## src/aif_defs.vh

```
// Constants for the analog input filter and status block
`ifndef AIF_DEFS_VH
`define AIF_DEFS_VH
`define AIF_NCH             8
`define AIF_CLK_PERIOD_NS   25
`define AIF_T_FIR50_NS      625000
`define AIF_T_FIR60_NS      521000
`define AIF_T_IIR_NS        1000000
`define AIF_OFS_CTRL        8'h00
`define AIF_OFS_STAT        8'h04
`define AIF_OFS_LIM1        8'h08
`define AIF_OFS_LIM2        8'h0c
`define AIF_OFS_UPPER       8'h10
`define AIF_OFS_LOWER       8'h14
`define AIF_OFS_CHAN        3'h1
`define AIF_CTRL_FILT       0
`define AIF_CTRL_DC         1
`define AIF_CTRL_FAST       2
`define AIF_CTRL_COMPACT    3
`define AIF_CTRL_INV        4
`define AIF_CTRL_LIM1EN     5
`define AIF_CTRL_LIM2EN     6
`define AIF_CTRL_CHAR_LO    8
`define AIF_CTRL_CHAR_HI    11
`define AIF_CTRL_RST        16'h0000
`define AIF_LIM_RST         16'h0000
`define AIF_UPPER_RST       16'h7fff
`define AIF_LOWER_RST       16'h8000
`define AIF_CHAR_FIR60      4'h1
`define AIF_CHAR_IIR1       4'h2
`define AIF_CHAR_IIR8       4'h9
`define AIF_STAT_FREERUN    0
`define AIF_STAT_FAST_OPERATION_OPTION     1
`define AIF_STAT_DC         2
`define AIF_STAT_BUSY       3
`define AIF_SW_TOGGLE       15
`define AIF_SW_FAULT        14
`define AIF_SW_SYNC         13
`define AIF_SW_ERR          6
`define AIF_SW_LIM2         4
`define AIF_SW_LIM1         2
`define AIF_SW_OVER         1
`define AIF_SW_UNDER        0
`define AIF_LIM_OFF         2'h0
`define AIF_LIM_BELOW       2'h1
`define AIF_LIM_ABOVE       2'h2
`define AIF_LIM_EQUAL       2'h3
`define AIF_RESP_OKAY       2'h0
`define AIF_RESP_SLVERR     2'h2
`endif

```

## src/aif_filter_status.v

```verilog
// Analog input filter, sample timing and status word packing for eight channels
`timescale 1ns/10ps
`include "aif_defs.vh"

module aif_filter_status
#(
  parameter integer P_FIR50_CYC = `AIF_T_FIR50_NS / `AIF_CLK_PERIOD_NS,
  parameter integer P_FIR60_CYC = `AIF_T_FIR60_NS / `AIF_CLK_PERIOD_NS,
  parameter integer P_IIR_CYC   = `AIF_T_IIR_NS / `AIF_CLK_PERIOD_NS
)
(
  input  wire         i_clock,
  input  wire         i_arst_n,
  input  wire [7:0]   i_s_axi_awaddr,
  input  wire [2:0]   i_s_axi_awprot,
  input  wire         i_s_axi_awvalid,
  output wire         o_s_axi_awready,
  input  wire [31:0]  i_s_axi_wdata,
  input  wire [3:0]   i_s_axi_wstrb,
  input  wire         i_s_axi_wvalid,
  output wire         o_s_axi_wready,
  output wire [1:0]   o_s_axi_bresp,
  output wire         o_s_axi_bvalid,
  input  wire         i_s_axi_bready,
  input  wire [7:0]   i_s_axi_araddr,
  input  wire [2:0]   i_s_axi_arprot,
  input  wire         i_s_axi_arvalid,
  output wire         o_s_axi_arready,
  output wire [31:0]  o_s_axi_rdata,
  output wire [1:0]   o_s_axi_rresp,
  output wire         o_s_axi_rvalid,
  input  wire         i_s_axi_rready,
  input  wire         i_frame_strobe,
  input  wire         i_dc_sync,
  input  wire         i_sync_error,
  input  wire         i_internal_fault,
  output wire         o_adc_start,
  input  wire         i_adc_done,
  input  wire [127:0] i_adc_data,
  output wire         o_image_update,
  output wire [127:0] o_image_value,
  output wire [127:0] o_image_status,
  output wire         o_image_status_en
);

  localparam [2:0] S_IDLE = 3'b001;
  localparam [2:0] S_CONV = 3'b010;
  localparam [2:0] S_PUB  = 3'b100;

  reg  [1:0]  rst_pipe_reg;
  wire        rst_n;
  reg  [15:0] ctrl_reg;
  reg  [15:0] lim1_reg;
  reg  [15:0] lim2_reg;
  reg  [15:0] upper_reg;
  reg  [15:0] lower_reg;
  reg         aw_full_reg;
  reg  [7:0]  aw_addr_reg;
  reg         w_full_reg;
  reg  [31:0] w_data_reg;
  reg  [3:0]  w_strb_reg;
  reg         bvalid_reg;
  reg  [1:0]  bresp_reg;
  reg         rvalid_reg;
  reg  [31:0] rdata_reg;
  reg  [1:0]  rresp_reg;
  reg  [31:0] rd_next;
  reg  [1:0]  rresp_next;
  reg  [15:0] ctrl_next;
  reg  [2:0]  state_reg;
  reg  [2:0]  state_next;
  reg  [16:0] timer_reg;
  reg         start_reg;
  reg         update_reg;
  reg         sync_seen_reg;
  wire        filt_on;
  wire        dc_on;
  wire        compact;
  wire        inv_sense;
  wire [3:0]  filt_char;
  wire        is_iir;
  wire [3:0]  iir_lvl;
  wire [16:0] period;
  wire        tick;
  wire        trig;
  wire        capture;
  wire        publish;
  wire        freerun_eff;
  wire        fast_operation_option_eff;
  wire [127:0] img_val_flat;
  wire [127:0] img_sw_flat;
  wire [2:0]  rd_ch;

  function [15:0] merge16;
    input [15:0] old;
    input [15:0] dat;
    input [1:0]  strb;
    begin
      merge16 = {strb[1] ? dat[15:8] : old[15:8], strb[0] ? dat[7:0] : old[7:0]};
    end
  endfunction

  function [1:0] lim_code;
    input               en;
    input signed [15:0] v;
    input signed [15:0] l;
    input               inv;
    begin
      if (!en)
        lim_code = `AIF_LIM_OFF;
      else if (v == l)
        lim_code = `AIF_LIM_EQUAL;
      else if ((v < l) ^ inv)
        lim_code = `AIF_LIM_BELOW;
      else
        lim_code = `AIF_LIM_ABOVE;
    end
  endfunction

  // Release of the asynchronous reset is retimed to the clock
  always @(posedge i_clock or negedge i_arst_n)
  begin
    if (!i_arst_n)
      rst_pipe_reg <= 2'b00;
    else
      rst_pipe_reg <= {rst_pipe_reg[0], 1'b1};
  end
  assign rst_n = rst_pipe_reg[1];

  // Channel modes come only from the control register ctrl_reg
  assign filt_on   = ctrl_reg[`AIF_CTRL_FILT];
  assign dc_on     = ctrl_reg[`AIF_CTRL_DC];
  assign compact   = ctrl_reg[`AIF_CTRL_COMPACT];
  assign inv_sense = ctrl_reg[`AIF_CTRL_INV];
  assign filt_char = ctrl_reg[`AIF_CTRL_CHAR_HI:`AIF_CTRL_CHAR_LO];
  assign is_iir    = (filt_char >= `AIF_CHAR_IIR1) && (filt_char <= `AIF_CHAR_IIR8);
  assign iir_lvl   = filt_char - 4'h1;
  assign freerun_eff = filt_on;
  assign fast_operation_option_eff  = ctrl_reg[`AIF_CTRL_FAST] & ~filt_on & ~dc_on;

  // Free-run sample timer; the period follows the notch or the IIR rate
  assign period = is_iir ? P_IIR_CYC[16:0] :
                  (filt_char == `AIF_CHAR_FIR60) ? P_FIR60_CYC[16:0] :
                  P_FIR50_CYC[16:0];
  assign tick = (timer_reg == 17'h00000);

  always @(posedge i_clock or negedge rst_n)
  begin
    if (!rst_n)
      timer_reg <= 17'h00000;
    else if (!filt_on || tick)
      timer_reg <= period - 17'h00001;
    else
      timer_reg <= timer_reg - 17'h00001;
  end

  // A trigger arriving while a conversion runs is dropped, not queued
  assign trig = filt_on ? tick :
                dc_on ? i_dc_sync :
                i_frame_strobe;

  always @*
  begin
    state_next = state_reg;
    case (state_reg)
      S_IDLE:
      begin
        if (trig)
          state_next = S_CONV;
      end
      S_CONV:
      begin
        if (i_adc_done)
          state_next = S_PUB;
      end
      S_PUB:
        state_next = S_IDLE;
      default:
        state_next = S_IDLE;
    endcase
  end

  assign capture = (state_reg == S_CONV) && i_adc_done;
  // Results go out the cycle after conversion so the shifted sync leaves them ready in time
  assign publish = (state_reg == S_PUB);

  always @(posedge i_clock or negedge rst_n)
  begin
    if (!rst_n)
    begin
      state_reg     <= S_IDLE;
      start_reg     <= 1'b0;
      update_reg    <= 1'b0;
      sync_seen_reg <= 1'b0;
    end
    else
    begin
      state_reg  <= state_next;
      start_reg  <= (state_reg == S_IDLE) && trig;
      update_reg <= publish;
      if (publish)
      begin
        // An error in the publish cycle is carried into the next word: set wins
        sync_seen_reg <= i_sync_error;
      end
      else if (i_sync_error)
        sync_seen_reg <= 1'b1;
    end
  end

  genvar g;
  generate
    for (g = 0; g < `AIF_NCH; g = g + 1)
    begin : g_ch
      wire signed [15:0] x;
      wire signed [23:0] x_fx;
      wire signed [24:0] diff;
      wire signed [24:0] step;
      wire signed [23:0] iir_next;
      wire signed [17:0] fir_sum;
      wire signed [15:0] fir_y;
      wire signed [15:0] filt_y;
      wire               over;
      wire               under;
      reg  signed [15:0] t1_reg;
      reg  signed [15:0] t2_reg;
      reg  signed [15:0] t3_reg;
      reg  signed [23:0] iir_reg;
      reg  signed [15:0] val_reg;
      reg  [15:0]        img_val_reg;
      reg  [15:0]        img_sw_reg;
      reg                tog_reg;
      reg  [15:0]        sw_next;

      assign x       = i_adc_data[16*g +: 16];
      assign x_fx    = {x, 8'h00};
      // Four-tap boxcar: nulls at the notch and its multiples, no feedback
      assign fir_sum = x + t1_reg + t2_reg + t3_reg;
      assign fir_y   = fir_sum[17:2];
      assign diff    = x_fx - iir_reg;
      assign step    = diff >>> iir_lvl;
      assign iir_next = iir_reg + step[23:0];
      assign filt_y  = !filt_on ? x : is_iir ? iir_next[23:8] : fir_y;
      assign over    = val_reg > $signed(upper_reg);
      assign under   = val_reg < $signed(lower_reg);

      always @*
      begin
        sw_next = 16'h0000;
        sw_next[`AIF_SW_TOGGLE] = ~tog_reg;
        sw_next[`AIF_SW_FAULT]  = i_internal_fault;
        sw_next[`AIF_SW_SYNC]   = dc_on & sync_seen_reg;
        sw_next[`AIF_SW_ERR]    = over | under;
        sw_next[`AIF_SW_LIM2+1:`AIF_SW_LIM2] =
          lim_code(ctrl_reg[`AIF_CTRL_LIM2EN], val_reg, lim2_reg, inv_sense);
        sw_next[`AIF_SW_LIM1+1:`AIF_SW_LIM1] =
          lim_code(ctrl_reg[`AIF_CTRL_LIM1EN], val_reg, lim1_reg, inv_sense);
        sw_next[`AIF_SW_OVER]   = over;
        sw_next[`AIF_SW_UNDER]  = under;
      end

      always @(posedge i_clock or negedge rst_n)
      begin
        if (!rst_n)
        begin
          t1_reg      <= 16'h0000;
          t2_reg      <= 16'h0000;
          t3_reg      <= 16'h0000;
          iir_reg     <= 24'h000000;
          val_reg     <= 16'h0000;
          img_val_reg <= 16'h0000;
          img_sw_reg  <= 16'h0000;
          tog_reg     <= 1'b0;
        end
        else
        begin
          if (capture)
          begin
            t1_reg  <= x;
            t2_reg  <= t1_reg;
            t3_reg  <= t2_reg;
            // Outside IIR mode the state tracks the input so a switch starts settled
            iir_reg <= (filt_on && is_iir) ? iir_next : x_fx;
            val_reg <= filt_y;
          end
          if (publish)
          begin
            img_val_reg <= val_reg;
            tog_reg     <= ~tog_reg;
            img_sw_reg  <= compact ? 16'h0000 : sw_next;
          end
        end
      end

      assign img_val_flat[16*g +: 16] = img_val_reg;
      assign img_sw_flat[16*g +: 16]  = img_sw_reg;
    end
  endgenerate

  // AXI4-Lite write side: address and data are held until both have arrived
  assign o_s_axi_awready = ~aw_full_reg & ~bvalid_reg;
  assign o_s_axi_wready  = ~w_full_reg & ~bvalid_reg;
  assign o_s_axi_bvalid  = bvalid_reg;
  assign o_s_axi_bresp   = bresp_reg;

  always @*
  begin
    ctrl_next = merge16(ctrl_reg, w_data_reg[15:0], w_strb_reg[1:0]);
  end

  always @(posedge i_clock or negedge rst_n)
  begin
    if (!rst_n)
    begin
      aw_full_reg <= 1'b0;
      aw_addr_reg <= 8'h00;
      w_full_reg  <= 1'b0;
      w_data_reg  <= 32'h00000000;
      w_strb_reg  <= 4'h0;
      bvalid_reg  <= 1'b0;
      bresp_reg   <= `AIF_RESP_OKAY;
      ctrl_reg    <= `AIF_CTRL_RST;
      lim1_reg    <= `AIF_LIM_RST;
      lim2_reg    <= `AIF_LIM_RST;
      upper_reg   <= `AIF_UPPER_RST;
      lower_reg   <= `AIF_LOWER_RST;
    end
    else
    begin
      if (o_s_axi_awready && i_s_axi_awvalid)
      begin
        aw_full_reg <= 1'b1;
        aw_addr_reg <= i_s_axi_awaddr;
      end
      if (o_s_axi_wready && i_s_axi_wvalid)
      begin
        w_full_reg <= 1'b1;
        w_data_reg <= i_s_axi_wdata;
        w_strb_reg <= i_s_axi_wstrb;
      end
      if (bvalid_reg && i_s_axi_bready)
        bvalid_reg <= 1'b0;
      if (aw_full_reg && w_full_reg && !bvalid_reg)
      begin
        aw_full_reg <= 1'b0;
        w_full_reg  <= 1'b0;
        bvalid_reg  <= 1'b1;
        bresp_reg   <= `AIF_RESP_OKAY;
        case ({aw_addr_reg[7:2], 2'b00})
          `AIF_OFS_CTRL:
          begin
            // Filter together with distributed clock is refused whole
            if (ctrl_next[`AIF_CTRL_FILT] && ctrl_next[`AIF_CTRL_DC])
              bresp_reg <= `AIF_RESP_SLVERR;
            else
              ctrl_reg <= ctrl_next;
          end
          `AIF_OFS_LIM1:
            lim1_reg <= merge16(lim1_reg, w_data_reg[15:0], w_strb_reg[1:0]);
          `AIF_OFS_LIM2:
            lim2_reg <= merge16(lim2_reg, w_data_reg[15:0], w_strb_reg[1:0]);
          `AIF_OFS_UPPER:
            upper_reg <= merge16(upper_reg, w_data_reg[15:0], w_strb_reg[1:0]);
          `AIF_OFS_LOWER:
            lower_reg <= merge16(lower_reg, w_data_reg[15:0], w_strb_reg[1:0]);
          default:
            bresp_reg <= `AIF_RESP_SLVERR;
        endcase
      end
    end
  end

  // AXI4-Lite read side
  assign rd_ch = i_s_axi_araddr[4:2];

  always @*
  begin
    rd_next    = 32'h00000000;
    rresp_next = `AIF_RESP_OKAY;
    if (i_s_axi_araddr[7:5] == `AIF_OFS_CHAN)
      rd_next = {img_sw_flat[16*rd_ch +: 16], img_val_flat[16*rd_ch +: 16]};
    else
    begin
      case ({i_s_axi_araddr[7:2], 2'b00})
        `AIF_OFS_CTRL:
          rd_next[15:0] = ctrl_reg;
        `AIF_OFS_STAT:
        begin
          rd_next[`AIF_STAT_FREERUN] = freerun_eff;
          rd_next[`AIF_STAT_FAST_OPERATION_OPTION]  = fast_operation_option_eff;
          rd_next[`AIF_STAT_DC]      = dc_on;
          rd_next[`AIF_STAT_BUSY]    = (state_reg != S_IDLE);
        end
        `AIF_OFS_LIM1:
          rd_next[15:0] = lim1_reg;
        `AIF_OFS_LIM2:
          rd_next[15:0] = lim2_reg;
        `AIF_OFS_UPPER:
          rd_next[15:0] = upper_reg;
        `AIF_OFS_LOWER:
          rd_next[15:0] = lower_reg;
        default:
          rresp_next = `AIF_RESP_SLVERR;
      endcase
    end
  end

  assign o_s_axi_arready = ~rvalid_reg;
  assign o_s_axi_rvalid  = rvalid_reg;
  assign o_s_axi_rdata   = rdata_reg;
  assign o_s_axi_rresp   = rresp_reg;

  always @(posedge i_clock or negedge rst_n)
  begin
    if (!rst_n)
    begin
      rvalid_reg <= 1'b0;
      rdata_reg  <= 32'h00000000;
      rresp_reg  <= `AIF_RESP_OKAY;
    end
    else if (!rvalid_reg && i_s_axi_arvalid)
    begin
      rvalid_reg <= 1'b1;
      rdata_reg  <= rd_next;
      rresp_reg  <= rresp_next;
    end
    else if (rvalid_reg && i_s_axi_rready)
      rvalid_reg <= 1'b0;
  end

  assign o_adc_start       = start_reg;
  assign o_image_update    = update_reg;
  assign o_image_value     = img_val_flat;
  assign o_image_status    = img_sw_flat;
  assign o_image_status_en = ~compact;
endmodule

```

## config.mk

```make
export PLATFORM = sky130hd
export DESIGN_NAME = aif_filter_status
export DESIGN_NICKNAME = d
export VERILOG_FILES = /design/src/aif_filter_status.v
export VERILOG_INCLUDE_DIRS = /design/src
export SDC_FILE = /design/constraint.sdc
export NUM_CORES = 2
export LEC_CHECK = 0
export BUFFER_PORTS_ARGS = -buffer_cell sky130_fd_sc_hd__buf_2
export CORE_AREA = 4 4 380 456
export DETAILED_ROUTE_END_ITERATION = 10
export DIE_AREA = 0 0 384 460
export PLACE_DENSITY = 0.72
export SYNTH_ARGS = -nofsm -noshare
export SYNTH_HDL_FRONTEND = slang
export SYNTH_SLANG_ARGS = --single-unit
```

## constraint.sdc

```tcl
create_clock -name i_clock -period 30.7 [get_ports i_clock]
set_input_delay 1.535 -clock i_clock [delete_from_list [all_inputs] [get_ports i_clock]]
set_output_delay 1.535 -clock i_clock [all_outputs]
set_load 0.02 [all_outputs]
```

# Word level (Yosys, flattened, before mapping)

Cells that the tools add are included.

Add/sub/neg operators: 43
$mul: 0
Divide/modulo/power cells: 0
$lt $le $gt $ge: 34
Equality and inequality tests: 33
Shift operators: 10
Multiplexer cells: 107
Bitwise logic cells: 45
Reduce and logical (&&, ||, !) cells: 38

Operators with widths:

| operator              | count |
|---|---|
| $mux 16               | 27 |
| $lt 16x16->1          | 24 |
| $eq 16x16->1          | 16 |
| $shiftx 128x8->16     | 2 |
| $sshr 25x4->24        | 8 |
| $sub 24x24->25        | 8 |
| $add 24x24->24        | 8 |
| $mux 24               | 8 |
| $add 17x16->18        | 8 |
| $add 18x16->18        | 8 |
| $add 16x16->17        | 8 |
| $gt 16x16->1          | 8 |
| $mux 2                | 52 |
| $pmux 12 s5           | 1 |
| $reduce_and 3->1      | 9 |
| $eq 6x2->1 const B    | 4 |
| $eq 6x3->1 const B    | 4 |
| $pmux 4 s6            | 1 |
| $logic_not 17->1      | 1 |
| $mux 17               | 1 |
| $sub 16x1->17 const B | 1 |
| $sub 17x1->17 const B | 1 |
| $not 1->1             | 16 |
| $xor 1x1->1           | 16 |
| 26 further kinds      | 70 |

Register bits after elaboration: 1,139
Latch bits: 0
RAM bits: 0
Memory bits (read-only): 0
Output and inout port bits: 300
Word-level logic and storage cells: 401
Memories kept: 0

# Depth between registers and ports, before layout

Word-level depth: 6
Gate-level depth with buffers: 30
Mapped depth without buffers: 27

# Worst setup path after synthesis

OpenSTA, ideal clock, no wires.

Kind: input -> register
Start: in i_adc_data[17]
End: reg g_ch[1].iir_reg[23]
Library setup time: 126 ps
Arrival: 6,654 ps
Setup slack: 23,920 ps
Stages on the path: 24
Path buffers: 0
Cell sequence: ha_1 -> and3_1 -> a41o_1 -> or4_1 -> a41oi_1 -> xnor2_1 -> a22o_1 -> a211oi_1 -> mux2_2 -> nor2_1 -> a21oi_1 -> a21oi_1 -> ha_1 -> o21ai_0 -> o21a_1 -> a211oi_1 -> o22a_1 -> a21o_1 -> a31oi_1 -> o21ai_0 -> a21oi_1 -> o21ba_2 -> xnor3_1 -> a221o_1

Word-level cells in the longest chain between the ends: 4

RTL lines:

| element              | line                    | source |
|---|---|---|
| from (decl)          | aif_filter_status.v:39  | `input wire [127:0] i_adc_data,` |
| $sub 24x24->25       | aif_filter_status.v:240 | `assign diff = x_fx - iir_reg;` |
| $sshr 25x4->24       | aif_filter_status.v:241 | `assign step = diff >>> iir_lvl;` |
| $add 24x24->24       | aif_filter_status.v:242 | `assign iir_next = iir_reg + step[23:0];` |
| $mux 24              | aif_filter_status.v:283 | `iir_reg <= (filt_on && is_iir) ? iir_next : x_fx;` |
| to (signal assigned) | aif_filter_status.v:283 |  |
| to (decl)            | aif_filter_status.v:228 | `reg signed [23:0] iir_reg;` |

No other way between the ends.
A chain may end at the register's enable or synchronous reset.

# Final worst setup path

Start: reg ctrl_reg[8]
End: reg g_ch[1].iir_reg[23]

Word-level cells in the longest chain between the ends: 4

RTL lines:

| element                                                    | line                                             | source |
|---|---|---|
| from (decl)                                                | aif_filter_status.v:52                           | `reg [15:0] ctrl_reg;` |
| from (signal assigned)                                     | aif_filter_status.v:322                          | `` ctrl_reg <= `AIF_CTRL_RST; `` |
| from (signal assigned)                                     | aif_filter_status.v:356                          | `ctrl_reg <= ctrl_next;` |
| $sub 4x1->4, or another cell as far along                  | aif_filter_status.v:137                          | `assign iir_lvl = filt_char - 4'h1;` |
| $sshr 25x4->24 / $logic_and 1x1->1 (equally long branches) | aif_filter_status.v:241, aif_filter_status.v:136 |  |
| $add 24x24->24 / $logic_and 1x1->1 (equally long branches) | aif_filter_status.v:242, aif_filter_status.v:283 |  |
| $mux 24 *                                                  | aif_filter_status.v:283                          |  |

Every way passes the cells marked *; elsewhere a longest branch is shown, timed or not.

==> flow_metrics.tcl <==
set metrics [dict create \
    io_pins 498 \
    wl_per_cell_um 24.72 \
    syn_inst 10938 \
    htree_levels 3 \
    yosys.area.top_type "dfrtp_1" \
    cts_tree "done" \
    synth_warnings 0 \
    ctsHoldBuffers 0 \
    rsz0062_at_grt "no" \
    clockRootBuffer "clkbuf_16" \
    core_sq_um 168700 \
    ys_seq_elements 1067 \
    drt-total-wl_um 332000 \
    synth_area_sq_um 92380 \
    die_width_um 384 \
    drc_errors 0 \
    worst_skew_pair.late_latency_ps 820 \
    slew_headroom_pct 19.73 \
    ys_seq_area_share_pct 28.93 \
    synthFlopType "dfrtp_1" \
    largest_reg_flops 192 \
    cp_data_arrival_time_ps 8930 \
    rows 165 \
    grt.overflow.total 0 \
    synth_most_common_cell "nand2_1" \
    drive_above_1_share_pct 9.180 \
    whs_ps 352.4 \
    yosys-top-cells-area "dfrtp_1 (28%), ha_1 (13%), nand2_1 (9.8%)" \
    synth_top_area_share_pct 28.44 \
    final-hold-violation-count 0 \
    grt_max_degree 191 \
    synthToLayoutAreaGrowth_pct 8.598 \
    maxCapViolCount 0 \
    die-area_sq_um 176600 \
    grt_pass1_wl_um 498500 \
    drt_iter0_markers 8002 \
    ys_types 101 \
    place.port_buffers 413 \
    ff_latch_area_sq_um 26730 \
    dp_cells 13196 \
    fmax_mhz 121.1 \
    post-route-util_pct 59.48 \
    synth_edf_count 0 \
    first_pass_iters 6 \
    cp.required_ps 31370 \
    grt_pass1_vias 81334 \
    clockBufferDepth 3 \
    die_h_um 460 \
    fillers 15002 \
    via_per_inst 6.286 \
    maxSlewViolCount 0 \
    num_vias 84421 \
    end_kind "flop" \
    tns_ps 0 \
    path_clk_slew_ps 60 \
    finalSetupViolCount 0 \
    dpl.hpwl_um 252000 \
    cts_sinks 1067 \
    start_kind "flop" \
    syn_area_per_cell_sq_um 8.446 \
    cts_made_buffers 116 \
    grt_usage_pct 36.72 \
    post-cts-setup-buffers 0 \
    cts_resized 0 \
    gp_congestion 1.016 \
    hold_path_class "flop to flop" \
    fin_crit_ps 8261 \
    ys_top_cells_by_count "nand2_1 (2409), dfrtp_1 (1050), ha_1 (972)" \
    path_max_fanout 67 \
    tightest_slew_ps 1201 \
    multiInputGateArea_sq_um 62150 \
    drtAntennaViolNets 0 \
    async_flop_share_pct 100.0 \
    finClkSkew_ps 60.15 \
    design.final.nets 12502 \
    fin_cells 13430 \
    outcome "finished clean" \
    r2r_slack_ps 22440 \
    initial_core_util_pct 54.77 \
    antenna_found_initial 28 \
    fin_crit_sh_pct 26.91 \
    path_class "flop to flop" \
]
==> cells in the final DEF, fill, tap and decap left out, drive strengths merged, types with 62 or more instances in the layout <==
cell and n:
nand2 2409, dfrtp 1050, ha 972, o21ai 809, a21oi 705, nor2 607
buf 517, inv 395, xnor2 280, fa 272, a21o 248, mux2i 211
o21a 174, xor2 172, clkbuf 166, nand3 147, mux2 137, nor3 132
a211oi 131, a31oi 127, nand4 107, nor2b 102, o211ai 101, nand2b 100
o31ai 84, mux4 74, and2 63, and3 62
==> layout make-up <==
class | count | share of cell area (%)
clock buffer | 166 | 3.400
clock inverter | 47 | 0.7047
inverter | 395 | 1.494
timing repair buffer | 517 | 2.941
sequential | 1067 | 26.65
tap | 2254 | 2.811
antenna | 21 | 0.05238
multi-input combinational | 8963 | 61.95
==> cells by family (layout without fill, tap and decap cells) <==
logic type      after synthesis  count (layout)  synth area share (%)
simple gates               3961            3961                 18.58
compound gates             2826            2826                 19.14
fa+ha+maj                  1244            1244                 19.06
flops                      1067            1067                 28.93
buf+inv                     963            1125                 4.201
xor+xnor                    453             453                 4.310
mux                         422             422                 5.769
other cells                   2              78              0.008130
==> path summary, 6_finish.rpt <==
| kind | endpoint | startpoint | depth (start not counted) |
|---|---|---|---|
| setup / recovery | g_ch[1].iir_reg[23]$_DFFE_PN0P_ | ctrl_reg[8]$_DFFE_PN0P_ | 23 |
| hold / removal | rst_pipe_reg[1]$_DFF_PN0_ | rst_pipe_reg[0]$_DFF_PN0_ | 0 |
| setup reg to reg | g_ch[1].iir_reg[23]$_DFFE_PN0P_ | ctrl_reg[8]$_DFFE_PN0P_ | 23 |
| hold reg to reg | rst_pipe_reg[1]$_DFF_PN0_ | rst_pipe_reg[0]$_DFF_PN0_ | 0 |
| max in group asynchronous | g_ch[2].img_sw_reg[0]$_DFFE_PN0P_ | rst_pipe_reg[1]$_DFF_PN0_ | 5 |
| min in group asynchronous | g_ch[4].t2_reg[3]$_DFFE_PN0P_ | rst_pipe_reg[1]$_DFF_PN0_ | 0 |
==> per-layer routing <==
| metal | vias to the layer above | global-route usage (%) | wire length (um) |
|---|---|---|---|
| met5 | - | 0 | 58 |
| met4 | 8 | 22.54 | 23870 |
| met3 | 949 | 6.516 | 26700 |
| met2 | 3647 | 59.28 | 151700 |
| met1 | 41007 | 45.80 | 129700 |
| li1 | 38810 | - | - |
==> per-stage QoR <==
step / instance area [sq um] / worst slack [ps]
finish: 100300 / 22440
global route: 100300 / 22030
CTS: 100300 / 22710
detailed placement: 96150 / 22520
global placement: 96150 / 22540
floorplan: 92590 / 13410
==> worst max-delay path: stages (launching register included) <==
cell and delay (ps):
dfrtp_4 450, buf_4 620, buf_4 620, buf_4 730
buf_4 650, nor2_1 140, a22o_1 210, a211oi_1 440
mux2_2 290, nor2_1 50, a21oi_1 230, a21oi_1 150
ha_1 400, o21ai_0 120, o21a_1 210, a211oi_1 510
o22a_1 330, a21o_1 180, a31oi_1 180, o21ai_0 360
a21oi_1 120, o21ba_2 220, xnor3_1 360, a221o_1 330
Power is not shown: default switching activity piles up to over one toggle a cycle in this logic, so the estimate is an artifact.
